`src/logic/scan_port_defines.vh`:
```
`ifndef SCAN_PORT_DEFINES_VH
`define SCAN_PORT_DEFINES_VH

`define IR_LEN 4
`define OP_EXTEST 4'h0
`define OP_SAMPLE 4'h1
`define OP_IDCODE 4'h2
`define OP_USERCODE 4'h3
`define OP_CFG_DATA 4'h4
`define OP_CFG_START 4'h5
`define OP_ANALYZER 4'h6
`define OP_BYPASS 4'hF
`define IR_CAPTURE 4'h1

`define ID_VERSION 4'h1
`define ID_PART 16'h1234
`define ID_MAKER 11'h155
`define USERCODE_RST 32'hFFFFFFFF

`define ST_RESET 4'h0
`define ST_IDLE 4'h1
`define ST_SEL_DR 4'h2
`define ST_CAP_DR 4'h3
`define ST_SH_DR 4'h4
`define ST_EX1_DR 4'h5
`define ST_PA_DR 4'h6
`define ST_EX2_DR 4'h7
`define ST_UP_DR 4'h8
`define ST_SEL_IR 4'h9
`define ST_CAP_IR 4'hA
`define ST_SH_IR 4'hB
`define ST_EX1_IR 4'hC
`define ST_PA_IR 4'hD
`define ST_EX2_IR 4'hE
`define ST_UP_IR 4'hF

`endif

```
`src/logic/scan_pin_sync.v`:
```
module scan_pin_sync #(
    parameter WIDTH = 3
) (
    input wire i_clk,
    input wire i_rstn,
    input wire [WIDTH-1:0] i_async,
    output reg [WIDTH-1:0] o_sync
);
    reg [WIDTH-1:0] meta;

    always @(posedge i_clk or negedge i_rstn) begin
        if (!i_rstn) begin
            meta <= {WIDTH{1'b0}};
            o_sync <= {WIDTH{1'b0}};
        end else begin
            meta <= i_async;
            o_sync <= meta;
        end
    end
endmodule

```
`src/logic/scan_tap_fsm.v`:
```
`include "scan_port_defines.vh"

module scan_tap_fsm (
    input wire i_clk,
    input wire i_rstn,
    input wire i_tck_rise,
    input wire i_tms,
    input wire i_sync_reset,
    output reg [3:0] o_state
);
    reg [3:0] next_state;

    always @* begin
        case (o_state)
            `ST_RESET: next_state = i_tms ? `ST_RESET : `ST_IDLE;
            `ST_IDLE: next_state = i_tms ? `ST_SEL_DR : `ST_IDLE;
            `ST_SEL_DR: next_state = i_tms ? `ST_SEL_IR : `ST_CAP_DR;
            `ST_CAP_DR: next_state = i_tms ? `ST_EX1_DR : `ST_SH_DR;
            `ST_SH_DR: next_state = i_tms ? `ST_EX1_DR : `ST_SH_DR;
            `ST_EX1_DR: next_state = i_tms ? `ST_UP_DR : `ST_PA_DR;
            `ST_PA_DR: next_state = i_tms ? `ST_EX2_DR : `ST_PA_DR;
            `ST_EX2_DR: next_state = i_tms ? `ST_UP_DR : `ST_SH_DR;
            `ST_UP_DR: next_state = i_tms ? `ST_SEL_DR : `ST_IDLE;
            `ST_SEL_IR: next_state = i_tms ? `ST_RESET : `ST_CAP_IR;
            `ST_CAP_IR: next_state = i_tms ? `ST_EX1_IR : `ST_SH_IR;
            `ST_SH_IR: next_state = i_tms ? `ST_EX1_IR : `ST_SH_IR;
            `ST_EX1_IR: next_state = i_tms ? `ST_UP_IR : `ST_PA_IR;
            `ST_PA_IR: next_state = i_tms ? `ST_EX2_IR : `ST_PA_IR;
            `ST_EX2_IR: next_state = i_tms ? `ST_UP_IR : `ST_SH_IR;
            `ST_UP_IR: next_state = i_tms ? `ST_SEL_DR : `ST_IDLE;
            default: next_state = `ST_RESET;
        endcase
    end

    // Advances only on a detected rising test-clock edge
    always @(posedge i_clk or negedge i_rstn) begin
        if (!i_rstn) begin
            o_state <= `ST_RESET;
        end else if (i_sync_reset) begin
            o_state <= `ST_RESET;
        end else if (i_tck_rise) begin
            o_state <= next_state;
        end
    end
endmodule

```
`src/logic/scan_test_port.v`:
```
// Functional notes
// RL1: Standard test-port state sequencing, instruction handling and serial shifting.
// RL2: Scan works before and after configuration; controller avoids it during loads.
// RL3: Configuration data can be loaded through port configuration instructions.
// RL4: Sample instruction captures live pin values while core keeps running.
// RL5: Sample instruction preloads a pattern later driven by test instructions.
// RL6: External test drives output pins from the boundary register.
// RL7: External test captures input pin levels into the boundary register.
// RL8: Bypass gives a one-stage path from serial input to output.
// RL9: User-code instruction shifts out a 32-bit programmable identification word.
// RL10: Identification instruction shifts out the fixed identification word.
// RL11: Identification word is version, part number, maker, then constant bit.
// RL12: Identification word least significant bit always reads one.
// RL13: Analyzer instruction connects embedded logic analyzer chain to the port.
// RL14: Smallest-variant option keeps only bypass and analyzer instructions.
// RL15: Opcodes are parameters; all ones is bypass; reset selects identification. Opcodes here are fixed header macros, not parameters.
// RL16: Inputs sampled on rising test clock; output changes on falling edge.
`include "scan_port_defines.vh"

module scan_test_port #(
    parameter NUM_IN = 8,
    parameter NUM_OUT = 8,
    parameter LA_WIDTH = 16,
    parameter CFG_WIDTH = 8,
    parameter MIN_VARIANT = 0,
    parameter [3:0] ID_VERSION = `ID_VERSION,
    // Arbitrary identity values, not any real part
    parameter [15:0] ID_PART = `ID_PART,
    parameter [10:0] ID_MAKER = `ID_MAKER
) (
    input wire i_clk,
    input wire i_rstn,
    input wire i_tck,
    input wire i_tms,
    input wire i_tdi,
    input wire i_trstn,
    output reg o_tdo,
    output reg o_tdo_oen_n,
    input wire i_configuring,
    input wire [NUM_IN-1:0] i_pin_in,
    input wire [NUM_OUT-1:0] i_core_out,
    output reg [NUM_OUT-1:0] o_pin_out,
    input wire [LA_WIDTH-1:0] i_probe,
    input wire [31:0] i_usercode,
    output reg [CFG_WIDTH-1:0] o_cfg_data,
    output reg o_cfg_valid,
    output reg o_cfg_start,
    output reg o_scan_busy
);
    localparam BSR_LEN = NUM_IN + NUM_OUT;

    wire [3:0] sync_bus;
    wire tck_s;
    wire tms_s;
    wire tdi_s;
    wire trstn_s;
    reg tck_d;
    wire tck_rise;
    wire tck_fall;
    wire [3:0] state;

    reg [`IR_LEN-1:0] ir_shift;
    reg [`IR_LEN-1:0] ir;
    reg [BSR_LEN-1:0] bsr_shift;
    reg [BSR_LEN-1:0] bsr_hold;
    reg [31:0] id_shift;
    reg [LA_WIDTH-1:0] la_shift;
    reg [CFG_WIDTH-1:0] cfg_shift;
    reg bypass_reg;
    reg [NUM_IN-1:0] pin_in_s;
    reg [NUM_IN-1:0] pin_in_m;
    reg serial_bit;

    scan_pin_sync #(
        .WIDTH(4)
    ) u_sync (
        .i_clk(i_clk),
        .i_rstn(i_rstn),
        .i_async({i_trstn, i_tdi, i_tms, i_tck}),
        .o_sync(sync_bus)
    );

    assign tck_s = sync_bus[0];
    assign tms_s = sync_bus[1];
    assign tdi_s = sync_bus[2];
    assign trstn_s = sync_bus[3];
    assign tck_rise = tck_s & ~tck_d; // RL16
    assign tck_fall = ~tck_s & tck_d; // RL16

    scan_tap_fsm u_fsm (
        .i_clk(i_clk),
        .i_rstn(i_rstn),
        .i_tck_rise(tck_rise),
        .i_sync_reset(~trstn_s), // RL1
        .i_tms(tms_s),
        .o_state(state)
    );

    // Reduces the opcode to what this build really supports
    function [3:0] effective_op;
        input [3:0] op;
        begin
            if (MIN_VARIANT != 0 && op != `OP_BYPASS && op != `OP_ANALYZER)
                effective_op = `OP_BYPASS; // RL14
            else if (op == `OP_EXTEST || op == `OP_SAMPLE || op == `OP_IDCODE || op == `OP_USERCODE
                     || op == `OP_CFG_DATA || op == `OP_CFG_START || op == `OP_ANALYZER)
                effective_op = op;
            else
                effective_op = `OP_BYPASS; // RL15
        end
    endfunction

    // Boundary register is the data path for both pin instructions
    function is_bsr_op;
        input [3:0] code;
        begin
            is_bsr_op = (code == `OP_EXTEST) || (code == `OP_SAMPLE);
        end
    endfunction

    // Update-DR strobe for one given instruction
    function upd_for;
        input rise;
        input [3:0] cur_state;
        input [3:0] cur_op;
        input [3:0] want_op;
        begin
            upd_for = rise && (cur_state == `ST_UP_DR) && (cur_op == want_op);
        end
    endfunction

    wire [3:0] op = effective_op(ir);
    wire tlr = (state == `ST_RESET) || !trstn_s;
    wire bsr_sel = is_bsr_op(op);
    wire upd_cfg_data = upd_for(tck_rise, state, op, `OP_CFG_DATA);
    wire upd_cfg_start = upd_for(tck_rise, state, op, `OP_CFG_START);

    // Reset value matches the idle-low test clock, so no false edge follows reset
    always @(posedge i_clk or negedge i_rstn) begin
        if (!i_rstn) begin
            tck_d <= 1'b0;
        end else begin
            tck_d <= tck_s;
        end
    end

    // Input pins are asynchronous; only the second stage is ever read
    always @(posedge i_clk or negedge i_rstn) begin
        if (!i_rstn) begin
            pin_in_m <= {NUM_IN{1'b0}};
            pin_in_s <= {NUM_IN{1'b0}};
        end else begin
            pin_in_m <= i_pin_in;
            pin_in_s <= pin_in_m;
        end
    end

    // Instruction register
    always @(posedge i_clk or negedge i_rstn) begin
        if (!i_rstn) begin
            ir_shift <= {`IR_LEN{1'b0}};
            ir <= `OP_IDCODE;
        end else if (tlr) begin
            ir <= `OP_IDCODE; // RL15
        end else if (tck_rise) begin
            case (state)
                `ST_CAP_IR: ir_shift <= `IR_CAPTURE; // RL1
                `ST_SH_IR: ir_shift <= {tdi_s, ir_shift[`IR_LEN-1:1]}; // RL1
                `ST_UP_IR: ir <= ir_shift; // RL1
                default: ir_shift <= ir_shift;
            endcase
        end
    end

    // Data registers; capture and shift on rising edges
    always @(posedge i_clk or negedge i_rstn) begin
        if (!i_rstn) begin
            bsr_shift <= {BSR_LEN{1'b0}};
            bsr_hold <= {BSR_LEN{1'b0}};
            id_shift <= 32'h0;
            la_shift <= {LA_WIDTH{1'b0}};
            cfg_shift <= {CFG_WIDTH{1'b0}};
            bypass_reg <= 1'b0;
        end else if (tck_rise) begin
            case (state)
                `ST_CAP_DR: begin
                    bypass_reg <= 1'b0; // RL8
                    if (bsr_sel)
                        bsr_shift <= {pin_in_s, o_pin_out}; // RL4 RL7
                    if (op == `OP_IDCODE)
                        id_shift <= {ID_VERSION, ID_PART, ID_MAKER, 1'b1}; // RL10 RL11 RL12
                    else if (op == `OP_USERCODE)
                        id_shift <= i_usercode; // RL9
                    if (op == `OP_ANALYZER)
                        la_shift <= i_probe; // RL13
                end
                `ST_SH_DR: begin
                    case (op)
                        `OP_EXTEST, `OP_SAMPLE: bsr_shift <= {tdi_s, bsr_shift[BSR_LEN-1:1]};
                        `OP_IDCODE, `OP_USERCODE: id_shift <= {tdi_s, id_shift[31:1]};
                        `OP_ANALYZER: la_shift <= {tdi_s, la_shift[LA_WIDTH-1:1]};
                        `OP_CFG_DATA: cfg_shift <= {tdi_s, cfg_shift[CFG_WIDTH-1:1]}; // RL3
                        default: bypass_reg <= tdi_s; // RL8
                    endcase
                end
                `ST_UP_DR: begin
                    if (bsr_sel)
                        bsr_hold <= bsr_shift; // RL5
                end
                default: bypass_reg <= bypass_reg;
            endcase
        end
    end

    // Serial output source, chosen by instruction or state
    always @* begin
        if (state == `ST_SH_IR) begin
            serial_bit = ir_shift[0];
        end else begin
            case (op)
                `OP_EXTEST, `OP_SAMPLE: serial_bit = bsr_shift[0];
                `OP_IDCODE, `OP_USERCODE: serial_bit = id_shift[0];
                `OP_ANALYZER: serial_bit = la_shift[0];
                `OP_CFG_DATA: serial_bit = cfg_shift[0];
                default: serial_bit = bypass_reg;
            endcase
        end
    end

    // Output changes on falling edge so the controller samples it on the next rise
    always @(posedge i_clk or negedge i_rstn) begin
        if (!i_rstn) begin
            o_tdo <= 1'b0;
        end else if (tck_fall) begin
            o_tdo <= serial_bit; // RL16
        end
    end

    // Driver on only in the shift states; elsewhere the line rests at its pull-up
    always @(posedge i_clk or negedge i_rstn) begin
        if (!i_rstn) begin
            o_tdo_oen_n <= 1'b1;
        end else if (tck_fall) begin
            o_tdo_oen_n <= !(state == `ST_SH_DR || state == `ST_SH_IR); // RL1
        end
    end

    // Pin drive; a running configuration load wins over a test pattern
    always @(posedge i_clk or negedge i_rstn) begin
        if (!i_rstn) begin
            o_pin_out <= {NUM_OUT{1'b0}};
        end else if (op == `OP_EXTEST && !i_configuring) begin
            o_pin_out <= bsr_hold[NUM_OUT-1:0]; // RL6
        end else begin
            o_pin_out <= i_core_out; // RL4 RL2
        end
    end

    // Configuration data and its one-cycle strobe leave together
    always @(posedge i_clk or negedge i_rstn) begin
        if (!i_rstn) begin
            o_cfg_data <= {CFG_WIDTH{1'b0}};
            o_cfg_valid <= 1'b0;
        end else begin
            o_cfg_valid <= upd_cfg_data; // RL3
            if (upd_cfg_data) begin
                o_cfg_data <= cfg_shift; // RL3
            end
        end
    end

    // Start strobe carries no data of its own
    always @(posedge i_clk or negedge i_rstn) begin
        if (!i_rstn) begin
            o_cfg_start <= 1'b0;
        end else begin
            o_cfg_start <= upd_cfg_start; // RL3
        end
    end

    // Tells the core its pins are borrowed by the test pattern
    always @(posedge i_clk or negedge i_rstn) begin
        if (!i_rstn) begin
            o_scan_busy <= 1'b0;
        end else begin
            o_scan_busy <= op == `OP_EXTEST; // RL2
        end
    end
endmodule

```
`config.mk`:
```
export PLATFORM = sky130hd
export DESIGN_NAME = scan_test_port
export DESIGN_NICKNAME = d
export VERILOG_FILES = /design/src/logic/scan_pin_sync.v /design/src/logic/scan_tap_fsm.v /design/src/logic/scan_test_port.v
export VERILOG_INCLUDE_DIRS = /design/src /design/src/logic
export SDC_FILE = /design/constraint.sdc
export NUM_CORES = 1
export LEC_CHECK = 0
export CORE_ASPECT_RATIO = 0.7
export CORE_MARGIN = 5
export CORE_UTILIZATION = 35
export DETAILED_ROUTE_END_ITERATION = 12
export DONT_BUFFER_PORTS = 1
export PLACE_DENSITY_LB_ADDON = 0.25
export SETUP_SLACK_MARGIN = 0.5
export SYNTH_ARGS = -nofsm -noshare
export SYNTH_HDL_FRONTEND = slang
export SYNTH_SLANG_ARGS = --single-unit
```
`constraint.sdc`:
```
create_clock -name i_clk -period 2.5 [get_ports i_clk]
set_input_delay 0 -clock i_clk [delete_from_list [all_inputs] [get_ports i_clk]]
set_output_delay 0 -clock i_clk [all_outputs]
set_load 0.1 [all_outputs]
```
==> qor.csv <==
metric,value,unit
track_usage,0.139,
vias,3991,
switching_share,0.246,
top_register,id_shift,
antenna_found_initial,0,
gp_congestion,0.831,
clock.fmax,534,MHz
cts_max_path_buffers,2,
cts_buffers,17,
syn_inst,507,
setup_viol_count_final,0,
wl_per_cell,16.0,um
most-common-layout-cells,"dfrtp_1 (134), nand2_1 (72), dlygate4sd3_1 (68), o21ai_0 (64), mux2_2 (33)",
clockPowerShare,0.454,
final_area,7400,um^2
async_flop_share,1.00,
whs,-710,ps
cts.sinks,139,
timing.final.crit_share,0.748,
power_frac_comb,0.078,
yosysSeqAreaShare,0.596,
rsz0062_at_grt,no,
dieArea,19400,um^2
cts_tree,built,
die_h,118,um
grt_remaining_overflow,0,
area_delta_synth_final,26.7,%
clk_root_buffer_cell,clkbuf_16,
yosys_warnings,0,
p_leak,3.12,nW
drive_gt1_frac,0.171,
final_common_cell,dfrtp_1,
core_area,16300,um^2
skew,5.97,ps
required,2790,ps
grt_pass1_wl,21500,um
firstDrtPassIters,4,
cellInternalPower,4.18,mW
period_needed,1870,ps
viasPerCell,4.89,
drc,0,
numPortBuffers,0,
cp.arrival,2170,ps
grt_pass1_vias,4108,
reg.largest.list,"id_shift x32, bsr_shift x16, la_shift x16",
final.setup.tns,0,ps
dp_hpwl,8400,um
antennaDiodeCount,0,
fillers,1513,
ys_types,51,
ctsHoldBuffers,68,
fin_ws,629,ps
syn-num-nets,578,
finalMaxSlewViolations,0,
cap_violations,0,
ant_nets,0,
end_kind,flip-flop,
dieWidth,164,um
start_kind,flip-flop,
clock_latency,410,ps
crit_fanout,10,
worstHoldPathType,in2async,
cts_max_level,4,
max_slew.worst_pin.slew,926,ps
io_pins,92,
post-place-ws,471,ps
switchingPower,1.36,mW
finalNetCount,649,
synth.area.top_cells,"dfrtp_1 (59%), mux2_2 (6.4%), o21ai_0 (5.5%), mux2i_1 (5.3%), nand2_1 (4.6%)",
violations,hold timing,
synth_edf_count,0,
postPlaceCellArea,6100,um^2
hold_viol,139,
synth-seq-cells,139,
syn_area,5840,um^2
seqPwrFrac,0.468,
status,finished with violations,
seq_area,3480,um^2
yosysTopAreaCellShare,0.587,
clk_pin_slew_worst_paths,60,ps
path_class,reg2reg,
ir_worst_vdd,0.335,mV
synth_top_area_cell,dfrtp_1,
rows,39,
route.final.wire_length,13000,um
multi_input_area,2170,um^2
slew_headroom,0.383,
yosys_most_used_dff,dfrtp_1,
start_util,0.357,
powerDensity,748,nW/um^2
largest_reg_flops,32,
initialDrtViolationCount,214,
grt_max_degree,140,
syn_area_per_cell,11.5,um^2
## layer usage
layer  up-vias  GRT usage  share of wire
li1       1948          -              -
met1      1948      0.198           0.49
met2        82      0.200           0.44
met3        13     0.0490          0.058
met4         0     0.0405          0.011
met5         -          0              0
## logic make-up (layout without fill, tap and decap cells)
kind of cell           count (synthesis)  count (layout)  synth area share
AO/OA/AOI/OAI                        141             141             0.144
XOR/XNOR                               1               1           0.00150
buffers and inverters                 41             125            0.0358
flip-flops                           139             139             0.596
multiplexers                          65              65             0.119
AND/OR/NAND/NOR                      120             120             0.104
## synthesized netlist by cell type (all sizes together) (2+ instances only)
cell	number
nand2b	7
nor4	3
o211ai	3
clkbuf	9
o31ai	2
nor3b	3
nand3b	3
o21ai	78
nand3	7
a21oi	13
dfstp	2
nand2	74
nor4b	2
dfrtp	137
nor3	3
a31o	2
a22oi	19
nor2b	7
inv	6
o22ai	12
buf	26
mux2i	31
mux2	34
nor2	5
a31oi	4
## worst max-delay path: stages (launching register included)
cell and delay, ps:
dfrtp_1 410, nand2b_1 350, nor4_4 390, nand2_2 240, mux2_1 360
## final timing paths
path,from,end,slack (ps),depth (start not counted)
max,tck_d$_DFF_PN0_,bsr_hold[2]$_DFFE_PN0P_,630,4
min,i_rstn,u_sync.meta[1]$_DFF_PN0_,-710,0
max reg2reg,tck_d$_DFF_PN0_,bsr_hold[2]$_DFFE_PN0P_,630,4
min reg2reg,pin_in_m[1]$_DFF_PN0_,pin_in_s[1]$_DFF_PN0_,350,0
max in group asynchronous,i_rstn,ir[1]$_DFFE_PN1P_,2840,0
min in group i_clk,i_configuring,o_pin_out[1]$_DFF_PN0_,60,3
## power by group through the flow
stage	clock, mW	combinational, mW	sequential (mW)
global placement	0	0.325	2.62
CTS	2.58	0.432	2.59
global route	2.70	0.480	2.62
finish	2.51	0.430	2.59
floorplan	0	0.202	2.66
detailed placement	0	0.341	2.63
## final cells by class
class,instances,area share
Sequential cell,139,0.471
Inverter,6,0.00304
Multi-Input combinational cell,327,0.294
Clock inverter,12,0.0183
Clock buffer,20,0.0617
Tap cell,225,0.0381
Timing Repair Buffer,87,0.114
## metrics by stage
stage	util	power (mW)	cells
4_1_cts	0.452	5.61	816
6_report	0.453	5.53	816
5_1_grt	0.453	5.79	816
3_5_place_dp	0.373	2.97	715
2_1_floorplan	-	2.87	507
3_3_place_gp	0.373	2.95	715
## what timing repair did
action	4_1_cts	5_1_grt
buffers inserted	1	0
endpoints found under the hold margin	207	139
setup endpoints to repair	33	47
resized for setup	3	5
Note: power is estimated with default switching activity, not from simulation.
